[src/design/misc_cfg_consts.svh]
/*
 * Offsets, field positions, reset values and constants of the
 * miscellaneous configuration bank.
 * Assumes a 32-bit AHB-Lite register bus with word-aligned registers.
 */
`ifndef MISC_CFG_CONSTS_SVH
`define MISC_CFG_CONSTS_SVH

// ****************************************************************
// Register byte offsets
// ****************************************************************
`define OFS_CHIP_IDENTITY 12'h000
`define OFS_SERIAL_WIDTH 12'h188
`define OFS_AFR_ENABLE 12'h57C
`define OFS_UNDERRUN 12'h60C
`define OFS_LINE_MAX 12'h610
`define OFS_FRAC_PCLK 12'h614
`define OFS_DUAL_PIXEL 12'h618
`define OFS_IRQ_STATUS 12'h620
`define OFS_IRQ_MASK 12'h624

// ****************************************************************
// Field positions and reset values
// ****************************************************************
`define SW_DUMMY_BIT 2
`define FPC_RANGE_LSB 10
`define CHIP_ID_VALUE 8'h5A // Arbitrary value, not any real part code
`define RST_SERIAL_WIDTH 3'h0
`define RST_AFR_ENABLE 1'h1
`define RST_LINE_MAX 12'h000
`define RST_FRAC_PCLK 12'h08A
`define RST_DUAL_PIXEL 1'h0
`define IRQ_BIT_UNDERRUN 0
`define IRQ_BIT_FPC_CMD 1
`define IRQ_WIDTH 2

`endif

[src/design/misc_cfg_pkg.sv]
/*
 * Types shared by the configuration bank files.
 * Assumes the constants header is compiled alongside.
 */
`default_nettype none
package misc_cfg_pkg;
  // Host serial lane width codes
  typedef enum logic [1:0] {
    LANE_SINGLE = 2'h0,
    LANE_DUAL = 2'h1,
    LANE_QUAD = 2'h2,
    LANE_UNDEF = 2'h3
  } lane_width_t;

  // Bus slave phase, one-hot
  typedef enum logic [1:0] {
    PH_IDLE = 2'b01,
    PH_DATA = 2'b10
  } bus_phase_t;
endpackage
`default_nettype wire

[src/design/underrun_counter.sv]
/*
 * Saturation-free 32-bit counter of underrun lines.
 * Assumes the underrun strobe is a one-cycle pulse synchronous to MCLK.
 */
`default_nettype none
module underrun_counter (
  input wire logic clk,
  input wire logic rst_n,
  input wire logic line_underrun,
  output logic [31:0] count,
  output logic bumped
);
  typedef struct packed {
    logic [31:0] cnt;
    logic bump;
  } cnt_state_t;

  cnt_state_t st_reg;
  cnt_state_t st_next;

  // Wraps at 2^32; host compares samples, so wrap is harmless
  always_comb
  begin
    st_next = st_reg;
    st_next.bump = line_underrun;
    if (line_underrun)
    begin
      st_next.cnt = st_reg.cnt + 32'h00000001;
    end
  end

  always_ff @(posedge clk or negedge rst_n)
  begin
    if (!rst_n)
    begin
      st_reg <= '0;
    end
    else
    begin
      st_reg <= st_next;
    end
  end

  assign count = st_reg.cnt;
  assign bumped = st_reg.bump;

  AST_CNT_INC: assert property (@(posedge clk) disable iff (!rst_n)
    line_underrun |=> count == $past(count) + 32'h00000001)
    else $error("Underrun counter did not step by one");
  AST_CNT_HOLD: assert property (@(posedge clk) disable iff (!rst_n)
    !line_underrun |=> $stable(count))
    else $error("Underrun counter moved without an underrun");
endmodule
`default_nettype wire

[src/design/misc_cfg_regs.sv]
/*
 * Miscellaneous configuration and status register bank of a display
 * controller, reached over AHB-Lite, with a line underrun counter,
 * command-processor update path and a maskable interrupt.
 * Assumes a single AHB-Lite master, word transfers, MCLK 40 MHz.
 */
// What this block does
// - Offset zero reads a fixed read-only 8-bit identity code in low byte
// - Serial width bit 2 adds one dummy byte before serial read data
// - Two-bit lane field: 00 single, 01 dual, 10 quad, 11 undefined
// - Adaptive frame-rate bit 0 enables slowdown; resets enabled
// - 32-bit read-only underrun counter, reset zero, counts underrun lines
// - 12-bit maximum pixel clocks per line for adaptive horizontal sync
// - Zero in line maximum disables adaptive horizontal sync; resets zero
// - Fractional clock bits 11:10 select range; register resets to 0x8A
// - Fractional clock bits 9:0 set frequency, used in external sync
// - Pixel frequency command from command processor also updates register
// - Dual-pixel bit 0 chooses one or two pixels per pixel clock
`include "misc_cfg_consts.svh"
`default_nettype none
module misc_cfg_regs (
  input wire logic MCLK,
  input wire logic RSTN,
  input wire logic HSEL,
  input wire logic [11:0] HADDR,
  input wire logic [1:0] HTRANS,
  input wire logic HWRITE,
  input wire logic [2:0] HSIZE,
  input wire logic [31:0] HWDATA,
  input wire logic HREADY,
  output logic [31:0] HRDATA,
  output logic HREADYOUT,
  output logic HRESP,
  input wire logic LINE_UNDERRUN,
  input wire logic FPC_CMD_VALID,
  input wire logic [11:0] FPC_CMD_DATA,
  input wire logic EXT_SYNC_SEL,
  output logic [1:0] LANE_WIDTH,
  output logic READ_DUMMY_EN,
  output logic AFR_EN,
  output logic ADAPT_HSYNC_EN,
  output logic [11:0] LINE_MAX,
  output logic [1:0] FPC_RANGE,
  output logic [9:0] FPC_FREQ,
  output logic FPC_ACTIVE,
  output logic DUAL_PIXEL,
  output logic IRQ
);
  // ****************************************************************
  // State
  // ****************************************************************
  typedef struct packed {
    misc_cfg_pkg::bus_phase_t phase;
    logic [11:0] addr;
    logic wr;
    logic [31:0] rdata;
    logic [2:0] serial_width;
    logic afr_en;
    logic [11:0] line_max;
    logic [11:0] frac_pclk;
    logic dual_pixel;
    logic [`IRQ_WIDTH-1:0] irq_status;
    logic [`IRQ_WIDTH-1:0] irq_mask;
  } bank_state_t;

  bank_state_t st_reg;
  bank_state_t st_next;
  logic [31:0] underrun_count;
  logic underrun_bumped;
  logic addr_take;
  logic [31:0] read_word;
  logic [`IRQ_WIDTH-1:0] irq_events;
  logic [`IRQ_WIDTH-1:0] irq_read_clr;
  logic wr_now;

  // ****************************************************************
  // Underrun counter
  // ****************************************************************
  underrun_counter u_underrun (
    .clk(MCLK),
    .rst_n(RSTN),
    .line_underrun(LINE_UNDERRUN),
    .count(underrun_count),
    .bumped(underrun_bumped)
  );

  // Address phase accepted; slave never stalls so HREADY gates it
  assign addr_take = HSEL && HTRANS[1] && HREADY;
  assign wr_now = (st_reg.phase == misc_cfg_pkg::PH_DATA) && st_reg.wr;

  // Readback mux; reserved bits zero, unmapped reads zero
  always_comb
  begin
    read_word = 32'h00000000;
    unique case (HADDR)
      `OFS_CHIP_IDENTITY: read_word[7:0] = `CHIP_ID_VALUE;
      `OFS_SERIAL_WIDTH: read_word[2:0] = st_reg.serial_width;
      `OFS_AFR_ENABLE: read_word[0] = st_reg.afr_en;
      `OFS_UNDERRUN: read_word = underrun_count;
      `OFS_LINE_MAX: read_word[11:0] = st_reg.line_max;
      `OFS_FRAC_PCLK: read_word[11:0] = st_reg.frac_pclk;
      `OFS_DUAL_PIXEL: read_word[0] = st_reg.dual_pixel;
      `OFS_IRQ_STATUS: read_word[`IRQ_WIDTH-1:0] = st_reg.irq_status;
      `OFS_IRQ_MASK: read_word[`IRQ_WIDTH-1:0] = st_reg.irq_mask;
      default: read_word = 32'h00000000;
    endcase
  end

  // Interrupt events and read-to-clear
  always_comb
  begin
    irq_events = '0;
    irq_events[`IRQ_BIT_UNDERRUN] = underrun_bumped;
    irq_events[`IRQ_BIT_FPC_CMD] = FPC_CMD_VALID;
    irq_read_clr = '0;
    if (addr_take && !HWRITE && HADDR == `OFS_IRQ_STATUS)
    begin
      irq_read_clr = '1;
    end
  end

  // ****************************************************************
  // Next state
  // ****************************************************************
  // Writes land in the data phase; a command update in the same cycle
  // as a host write of the fractional clock loses, since the host write is the later intent
  always_comb
  begin
    st_next = st_reg;
    st_next.phase = addr_take ? misc_cfg_pkg::PH_DATA
                              : misc_cfg_pkg::PH_IDLE;
    if (addr_take)
    begin
      st_next.addr = HADDR;
      st_next.wr = HWRITE;
      if (!HWRITE)
      begin
        st_next.rdata = read_word;
      end
    end
    if (FPC_CMD_VALID)
    begin
      st_next.frac_pclk = FPC_CMD_DATA;
    end
    if (wr_now)
    begin
      unique case (st_reg.addr)
        `OFS_SERIAL_WIDTH: st_next.serial_width = HWDATA[2:0];
        `OFS_AFR_ENABLE: st_next.afr_en = HWDATA[0];
        `OFS_LINE_MAX: st_next.line_max = HWDATA[11:0];
        `OFS_FRAC_PCLK: st_next.frac_pclk = HWDATA[11:0];
        `OFS_DUAL_PIXEL: st_next.dual_pixel = HWDATA[0];
        `OFS_IRQ_MASK: st_next.irq_mask = HWDATA[`IRQ_WIDTH-1:0];
        default: st_next.irq_mask = st_reg.irq_mask;
      endcase
    end
    // Set wins over a read-clear in the same cycle
    st_next.irq_status = (st_reg.irq_status & ~irq_read_clr) | irq_events;
  end

  always_ff @(posedge MCLK or negedge RSTN)
  begin
    if (!RSTN)
    begin
      st_reg.phase <= misc_cfg_pkg::PH_IDLE;
      st_reg.addr <= 12'h000;
      st_reg.wr <= 1'b0;
      st_reg.rdata <= 32'h00000000;
      st_reg.serial_width <= `RST_SERIAL_WIDTH;
      st_reg.afr_en <= `RST_AFR_ENABLE;
      st_reg.line_max <= `RST_LINE_MAX;
      st_reg.frac_pclk <= `RST_FRAC_PCLK;
      st_reg.dual_pixel <= `RST_DUAL_PIXEL;
      st_reg.irq_status <= '0;
      st_reg.irq_mask <= '0;
    end
    else
    begin
      st_reg <= st_next;
    end
  end

  // ****************************************************************
  // Outputs
  // ****************************************************************
  // Zero-wait slave, always OKAY
  assign HREADYOUT = 1'b1;
  assign HRESP = 1'b0;
  assign HRDATA = st_reg.rdata;
  assign LANE_WIDTH = st_reg.serial_width[1:0];
  assign READ_DUMMY_EN = st_reg.serial_width[`SW_DUMMY_BIT];
  assign AFR_EN = st_reg.afr_en;
  assign LINE_MAX = st_reg.line_max;
  assign ADAPT_HSYNC_EN = |st_reg.line_max;
  assign FPC_RANGE = st_reg.frac_pclk[11:`FPC_RANGE_LSB];
  assign FPC_FREQ = st_reg.frac_pclk[9:0];
  // Fractional setting only matters when external sync is chosen
  assign FPC_ACTIVE = EXT_SYNC_SEL;
  assign DUAL_PIXEL = st_reg.dual_pixel;
  assign IRQ = |(st_reg.irq_status & st_reg.irq_mask);

  // ****************************************************************
  // Checks
  // ****************************************************************
  // Reads: the word is the one that stood at the address edge, so a
  // write landing on that same edge is not yet visible
  AST_ID_READ: assert property (
    @(posedge MCLK) disable iff (!RSTN)
    addr_take && !HWRITE && HADDR == `OFS_CHIP_IDENTITY
    |=> HRDATA == {24'h000000, `CHIP_ID_VALUE})
    else $error("Identity read returned wrong word");
  AST_SW_READ: assert property (
    @(posedge MCLK) disable iff (!RSTN)
    addr_take && !HWRITE && HADDR == `OFS_SERIAL_WIDTH
    |=> HRDATA == {29'h0000000, $past(READ_DUMMY_EN), $past(LANE_WIDTH)})
    else $error("Serial width readback mismatch");
  AST_AFR_READ: assert property (
    @(posedge MCLK) disable iff (!RSTN)
    addr_take && !HWRITE && HADDR == `OFS_AFR_ENABLE
    |=> HRDATA == {31'h00000000, $past(AFR_EN)})
    else $error("Frame-rate enable readback mismatch");
  AST_UNDERRUN_RD: assert property (
    @(posedge MCLK) disable iff (!RSTN)
    addr_take && !HWRITE && HADDR == `OFS_UNDERRUN
    |=> HRDATA == $past(underrun_count))
    else $error("Underrun readback mismatch");
  AST_LMAX_READ: assert property (
    @(posedge MCLK) disable iff (!RSTN)
    addr_take && !HWRITE && HADDR == `OFS_LINE_MAX
    |=> HRDATA == {20'h00000, $past(LINE_MAX)})
    else $error("Line maximum readback mismatch");
  AST_FPC_READ: assert property (
    @(posedge MCLK) disable iff (!RSTN)
    addr_take && !HWRITE && HADDR == `OFS_FRAC_PCLK
    |=> HRDATA == {20'h00000, $past(FPC_RANGE), $past(FPC_FREQ)})
    else $error("Fractional clock readback mismatch");
  AST_RSVD_ZERO: assert property (
    @(posedge MCLK) disable iff (!RSTN)
    addr_take && !HWRITE && HADDR == `OFS_DUAL_PIXEL
    |=> HRDATA[31:1] == 31'h00000000)
    else $error("Reserved bits read nonzero");

  // Writes land at the edge that ends the data phase
  AST_DUMMY_BIT: assert property (
    @(posedge MCLK) disable iff (!RSTN)
    wr_now && st_reg.addr == `OFS_SERIAL_WIDTH
    |=> READ_DUMMY_EN == $past(HWDATA[2]))
    else $error("Dummy byte enable not taken from bit 2");
  AST_LANE_WR: assert property (
    @(posedge MCLK) disable iff (!RSTN)
    wr_now && st_reg.addr == `OFS_SERIAL_WIDTH
    |=> LANE_WIDTH == $past(HWDATA[1:0]))
    else $error("Lane width not updated");
  AST_AFR_WR: assert property (
    @(posedge MCLK) disable iff (!RSTN)
    wr_now && st_reg.addr == `OFS_AFR_ENABLE
    |=> AFR_EN == $past(HWDATA[0]))
    else $error("Frame-rate enable not updated");
  AST_LINE_MAX: assert property (
    @(posedge MCLK) disable iff (!RSTN)
    wr_now && st_reg.addr == `OFS_LINE_MAX
    |=> LINE_MAX == $past(HWDATA[11:0]))
    else $error("Line maximum not updated");
  AST_AH_OFF: assert property (
    @(posedge MCLK) disable iff (!RSTN)
    wr_now && st_reg.addr == `OFS_LINE_MAX
    |=> ADAPT_HSYNC_EN == ($past(HWDATA[11:0]) != 12'h000))
    else $error("Adaptive sync enable disagrees with written maximum");
  AST_FPC_WR: assert property (
    @(posedge MCLK) disable iff (!RSTN)
    wr_now && st_reg.addr == `OFS_FRAC_PCLK
    |=> FPC_RANGE == $past(HWDATA[11:10])
        && FPC_FREQ == $past(HWDATA[9:0]))
    else $error("Fractional clock write not split correctly");
  AST_DUAL_WR: assert property (
    @(posedge MCLK) disable iff (!RSTN)
    wr_now && st_reg.addr == `OFS_DUAL_PIXEL
    |=> DUAL_PIXEL == $past(HWDATA[0]))
    else $error("Dual-pixel bit not updated");

  // Command updates lose to a host write of the fractional clock landing on the same edge
  AST_FPC_CMD: assert property (
    @(posedge MCLK) disable iff (!RSTN)
    FPC_CMD_VALID && !wr_now
    |=> {FPC_RANGE, FPC_FREQ} == $past(FPC_CMD_DATA))
    else $error("Pixel frequency command not applied");

  // Settings must not drift between writes; a stray change here would
  // retime the panel with no software action behind it
  AST_SW_HOLD: assert property (
    @(posedge MCLK) disable iff (!RSTN)
    !(wr_now && st_reg.addr == `OFS_SERIAL_WIDTH)
    |=> $stable({READ_DUMMY_EN, LANE_WIDTH}))
    else $error("Serial width moved without a write");
  AST_AFR_HOLD: assert property (
    @(posedge MCLK) disable iff (!RSTN)
    !(wr_now && st_reg.addr == `OFS_AFR_ENABLE)
    |=> $stable(AFR_EN))
    else $error("Frame-rate enable moved without a write");
  AST_LMAX_HOLD: assert property (
    @(posedge MCLK) disable iff (!RSTN)
    !(wr_now && st_reg.addr == `OFS_LINE_MAX)
    |=> $stable({ADAPT_HSYNC_EN, LINE_MAX}))
    else $error("Line maximum moved without a write");
  AST_FPC_HOLD: assert property (
    @(posedge MCLK) disable iff (!RSTN)
    !FPC_CMD_VALID && !(wr_now && st_reg.addr == `OFS_FRAC_PCLK)
    |=> $stable({FPC_RANGE, FPC_FREQ}))
    else $error("Fractional clock moved with no write or command");
  AST_DUAL_HOLD: assert property (
    @(posedge MCLK) disable iff (!RSTN)
    !(wr_now && st_reg.addr == `OFS_DUAL_PIXEL)
    |=> $stable(DUAL_PIXEL))
    else $error("Dual-pixel bit moved without a write");

  // Sticky status: set two edges after an underrun strobe, one after
  // a command; a read clears it unless an event lands on that edge
  AST_UR_STATUS: assert property (
    @(posedge MCLK) disable iff (!RSTN)
    LINE_UNDERRUN
    |=> ##1 st_reg.irq_status[`IRQ_BIT_UNDERRUN])
    else $error("Underrun did not set its status bit");
  AST_CMD_STATUS: assert property (
    @(posedge MCLK) disable iff (!RSTN)
    FPC_CMD_VALID
    |=> st_reg.irq_status[`IRQ_BIT_FPC_CMD])
    else $error("Command update did not set its status bit");
  AST_STATUS_CLR: assert property (
    @(posedge MCLK) disable iff (!RSTN)
    addr_take && !HWRITE && HADDR == `OFS_IRQ_STATUS && irq_events == '0
    |=> st_reg.irq_status == '0)
    else $error("Status read did not clear the sticky bits");

  // Main scenarios
  COV_ID_READ: cover property (@(posedge MCLK) disable iff (!RSTN)
    addr_take && !HWRITE && HADDR == `OFS_CHIP_IDENTITY);
  COV_UNDERRUN_IRQ: cover property (@(posedge MCLK) disable iff (!RSTN)
    LINE_UNDERRUN ##2 IRQ);
  COV_FPC_CMD: cover property (@(posedge MCLK) disable iff (!RSTN)
    FPC_CMD_VALID);
  COV_QUAD: cover property (@(posedge MCLK) disable iff (!RSTN)
    LANE_WIDTH == 2'h2);
endmodule
`default_nettype wire

[config.mk]
export PLATFORM = sky130hd
export DESIGN_NAME = misc_cfg_regs
export DESIGN_NICKNAME = d
export VERILOG_FILES = /design/src/design/misc_cfg_pkg.sv /design/src/design/underrun_counter.sv /design/src/design/misc_cfg_regs.sv
export VERILOG_INCLUDE_DIRS = /design/src /design/src/design
export SDC_FILE = /design/constraint.sdc
export NUM_CORES = 1
export LEC_CHECK = 0
export BUFFER_PORTS_ARGS = -buffer_cell sky130_fd_sc_hd__buf_2
export CAP_MARGIN = 0
export CORE_ASPECT_RATIO = 1.5
export CORE_MARGIN = 3
export CORE_UTILIZATION = 50
export DETAILED_ROUTE_END_ITERATION = 12
export GPL_TIMING_DRIVEN = 0
export PLACE_DENSITY_LB_ADDON = 0.12
export SKIP_CTS_REPAIR_TIMING = 1
export SLEW_MARGIN = 25
export SYNTH_ARGS = -nofsm -noshare
export SYNTH_HDL_FRONTEND = slang
export SYNTH_SLANG_ARGS = --single-unit
[constraint.sdc]
create_clock -name MCLK -period 2.6 [get_ports MCLK]
set_clock_uncertainty 0.05 [all_clocks]
set_input_delay 0 -clock MCLK [delete_from_list [all_inputs] [get_ports MCLK]]
set_output_delay 0 -clock MCLK [all_outputs]
set_load 0.05 [all_outputs]
==> flow_metrics.env <==
export IMPL_cts_tree="built"
export IMPL_initial_core_util=0.518
export IMPL_status="complete, no violations"
export IMPL_synth_ff_type="sky130_fd_sc_hd__dfrtp_1"
export IMPL_fin_total_pwr_mw=5.04
export IMPL_r2r_setup_slack_ns=0.17
export IMPL_areaGrowthSynthToFinish_pct=31.1
export IMPL_place_worst_setup_slack_ns=0.196
export IMPL_drt_first_iter_violations=179
export IMPL_min_path_type="primary input to flip-flop"
export IMPL_final_nets=717
export IMPL_finalWorstPathRequiredPeriod_ns=2.43
export IMPL_crit_path_cell_trace="nor3_1 > and4b_1 > nand3_1 > nor2_1 > clkbuf_1 > mux2_2"
export IMPL_htree_levels=4
export IMPL_timing_critical_path_arrival_ns=2.68
export IMPL_antenna_violations_before_repair=0
export IMPL_synth_ff_latch_count=113
export IMPL_drc_errors=0
export IMPL_final_cell_area_sq_um=7310
export IMPL_routed_via_density=5.29
export IMPL_power_per_unit_of_standard_cell_area_nw_per_um2=689
export IMPL_rows=46
export IMPL_ir_drop_mv=0.569
export IMPL_cell_type_of_the_slowest_stage_on_the_worst_timing_path="sky130_fd_sc_hd__clkbuf_1"
export IMPL_finalSetupViolations=0
export IMPL_synthTopCellsByArea="sky130_fd_sc_hd__dfrtp_1 48%, sky130_fd_sc_hd__mux2_2 11%, sky130_fd_sc_hd__buf_4 8.2%"
export IMPL_fin_crit_sh=0.936
export IMPL_layout_cells_sized_above_1=0.414
export IMPL_die_ar_sq_um=12500
export IMPL_drt_pass1_iterations=4
export IMPL_hold_violations=0
export IMPL_clock_insertion_delay_worst_skew_ns=0.41
export IMPL_wire_per_inst_um=16.5
export IMPL_p_leak_nw=3.50
export IMPL_worst_slack_ns=0.166
export IMPL_synth_area_per_inst_sq_um=11.5
export IMPL_die_w_um=92.3
export IMPL_synth_sequential_area_ratio=0.508
export IMPL_grt_setup_unrepaired="false"
export IMPL_gr_usage_all_layers=0.218
export IMPL_cp_required_ns=2.84
export IMPL_start_kind="flip-flop"
export IMPL_maxCapViolCount=0
export IMPL_tightest_slew_ns=1.12
export IMPL_placed_cells=735
export IMPL_core_area_sq_um=10800
export IMPL_cpPeakStageDelay_ns=0.53
export IMPL_detailed_route_via_count=4256
export IMPL_n_fill_cell=834
export IMPL_multiInputGateArea_sq_um=2200
export IMPL_io_buffer_count=105
export IMPL_number_of_synthesis_warnings=0
export IMPL_cp_end_kind="flip-flop"
export IMPL_postPlaceCellArea_sq_um=6320
export IMPL_antenna_left=0
export IMPL_worst_max_slew_margin_expressed_relative_to_the_limit=0.249
export IMPL_worstSetupPathType="flip-flop to flip-flop"
export IMPL_synthesis_nets=555
export IMPL_netlist_area_sq_um=5580
export IMPL_stdcell_count=804
export IMPL_grt_start_max_net_pins=61
export IMPL_globalplace_congestion=0.800
export IMPL_commonest_non_fill_non_tap_cell_in_the_layout="sky130_fd_sc_hd__dfrtp_1"
export IMPL_grt_overflow_total=0
export IMPL_first_global_vias=4337
export IMPL_cts_num_sinks=113
export IMPL_netlist_top_cell_by_area="sky130_fd_sc_hd__dfrtp_1"
export IMPL_slew_viol_final=0
export IMPL_netlist_area_leader_share=0.484
export IMPL_dieHeight_um=135
export IMPL_detailedPlacementHpwl_um=9640
export IMPL_synthDistinctLibCells=58
export IMPL_seq_area_sq_um=2830
export IMPL_postSynth_asyncResetShare=1.00
export IMPL_synth_edf_count=0
export IMPL_layout_common_cells="108 x sky130_fd_sc_hd__dfrtp_1, 107 x sky130_fd_sc_hd__buf_2, 61 x sky130_fd_sc_hd__buf_4"
export IMPL_clock_pin_slew_worst_setup_and_hold_paths_ns=0.05
export IMPL_clk_root_buffer_cell="sky130_fd_sc_hd__clkbuf_16"
export IMPL_cts_buffer_depth=2
export IMPL_fin_util=0.679
export IMPL_setup_tns_ns=0
export IMPL_synthesis_instances=485
export IMPL_io_pins=135
export IMPL_holdWs_ns=0.0154
export IMPL_worst_path_max_fanout=10
export IMPL_max_freq_mhz=411
export IMPL_totalWireLength_um=13300
export IMPL_grt_first_pass_wirelength_um=21100
export IMPL_insertedDiodeCount=0
export IMPL_numCtsBuffers=17
-- report_power, final --
group	leakage (nW)	switching, mW	internal, mW	total [mW]
clock network	0.300	0.791	1.65	2.44
logic	1.74	0.304	0.259	0.563
registers	1.46	0.143	1.89	2.03
total	3.50	1.24	3.80	5.04
-- cell usage after synthesis, types with 2 or more instances --
cell,n
sky130_fd_sc_hd__nor3b_1,2
sky130_fd_sc_hd__a21o_1,2
sky130_fd_sc_hd__and3_1,4
sky130_fd_sc_hd__a21oi_1,2
sky130_fd_sc_hd__a211oi_1,4
sky130_fd_sc_hd__o21ai_0,6
sky130_fd_sc_hd__a221o_1,4
sky130_fd_sc_hd__dfrtp_1,108
sky130_fd_sc_hd__nor4b_1,2
sky130_fd_sc_hd__nand4_1,15
sky130_fd_sc_hd__a221oi_1,2
sky130_fd_sc_hd__dfstp_2,5
sky130_fd_sc_hd__a31oi_1,2
sky130_fd_sc_hd__xnor2_1,21
sky130_fd_sc_hd__a22oi_1,12
sky130_fd_sc_hd__buf_2,3
sky130_fd_sc_hd__conb_1,2
sky130_fd_sc_hd__xor2_1,10
sky130_fd_sc_hd__buf_1,2
sky130_fd_sc_hd__nor4_1,6
sky130_fd_sc_hd__nor3_2,2
sky130_fd_sc_hd__nand2_1,26
sky130_fd_sc_hd__nor2_1,27
sky130_fd_sc_hd__mux2_2,56
sky130_fd_sc_hd__and4b_1,2
sky130_fd_sc_hd__clkbuf_1,9
sky130_fd_sc_hd__nand3b_1,3
sky130_fd_sc_hd__nand3_1,16
sky130_fd_sc_hd__buf_4,61
sky130_fd_sc_hd__a22o_1,23
sky130_fd_sc_hd__and2_1,3
sky130_fd_sc_hd__nor3_1,10
sky130_fd_sc_hd__inv_1,6
sky130_fd_sc_hd__or2_2,2
sky130_fd_sc_hd__nor2b_1,2
-- final cells by class --
class | instances | area share
Timing Repair Buffer | 143 | 0.127
Sequential cell | 113 | 0.388
Inverter | 6 | 0.00308
Clock buffer | 22 | 0.0635
Clock inverter | 10 | 0.0217
Tap cell | 144 | 0.0246
Buffer | 76 | 0.0719
Multi-Input combinational cell | 290 | 0.301
-- logic make-up after synthesis --
kind of cell / after synthesis / synth area share
adders and majority gates: 1 / 0.00224
other: 2 / 0.00135
AOI/OAI and AO/OA: 63 / 0.0883
and+or+nand+nor: 136 / 0.139
DFF: 113 / 0.508
buffers and inverters: 82 / 0.0982
muxes: 57 / 0.115
xor gates and xnor gates: 31 / 0.0487
-- final timing paths --
| check | from | end | depth (start not counted) |
|---|---|---|---|
| setup / recovery | st_reg[67] | LINE_MAX[4] | 6 |
| hold / removal | FPC_CMD_VALID | FPC_FREQ[1] | 3 |
| setup reg to reg | st_reg[67] | LINE_MAX[4] | 6 |
| hold reg to reg | u_underrun.bumped | st_reg[2] | 1 |
| max in group asynchronous | RSTN | FPC_FREQ[3] | 3 |
| min in group asynchronous | RSTN | HRDATA[28] | 2 |
-- per-layer routing --
layer	share of wire	vias up	GRT usage
li1	-	2011	-
met1	0.40	2100	0.253
met2	0.53	114	0.377
met3	0.036	31	0.0567
met4	0.032	0	0.102
met5	0	-	0
-- worst max-delay path, delay by kind of cell, from the launching register on --
kind	cells	cell delay (ns)
flops	1	0.38
buf+inv	1	0.53
simple gates	4	0.95
mux	1	0.41
Note: power is estimated with default switching activity, not from simulation.
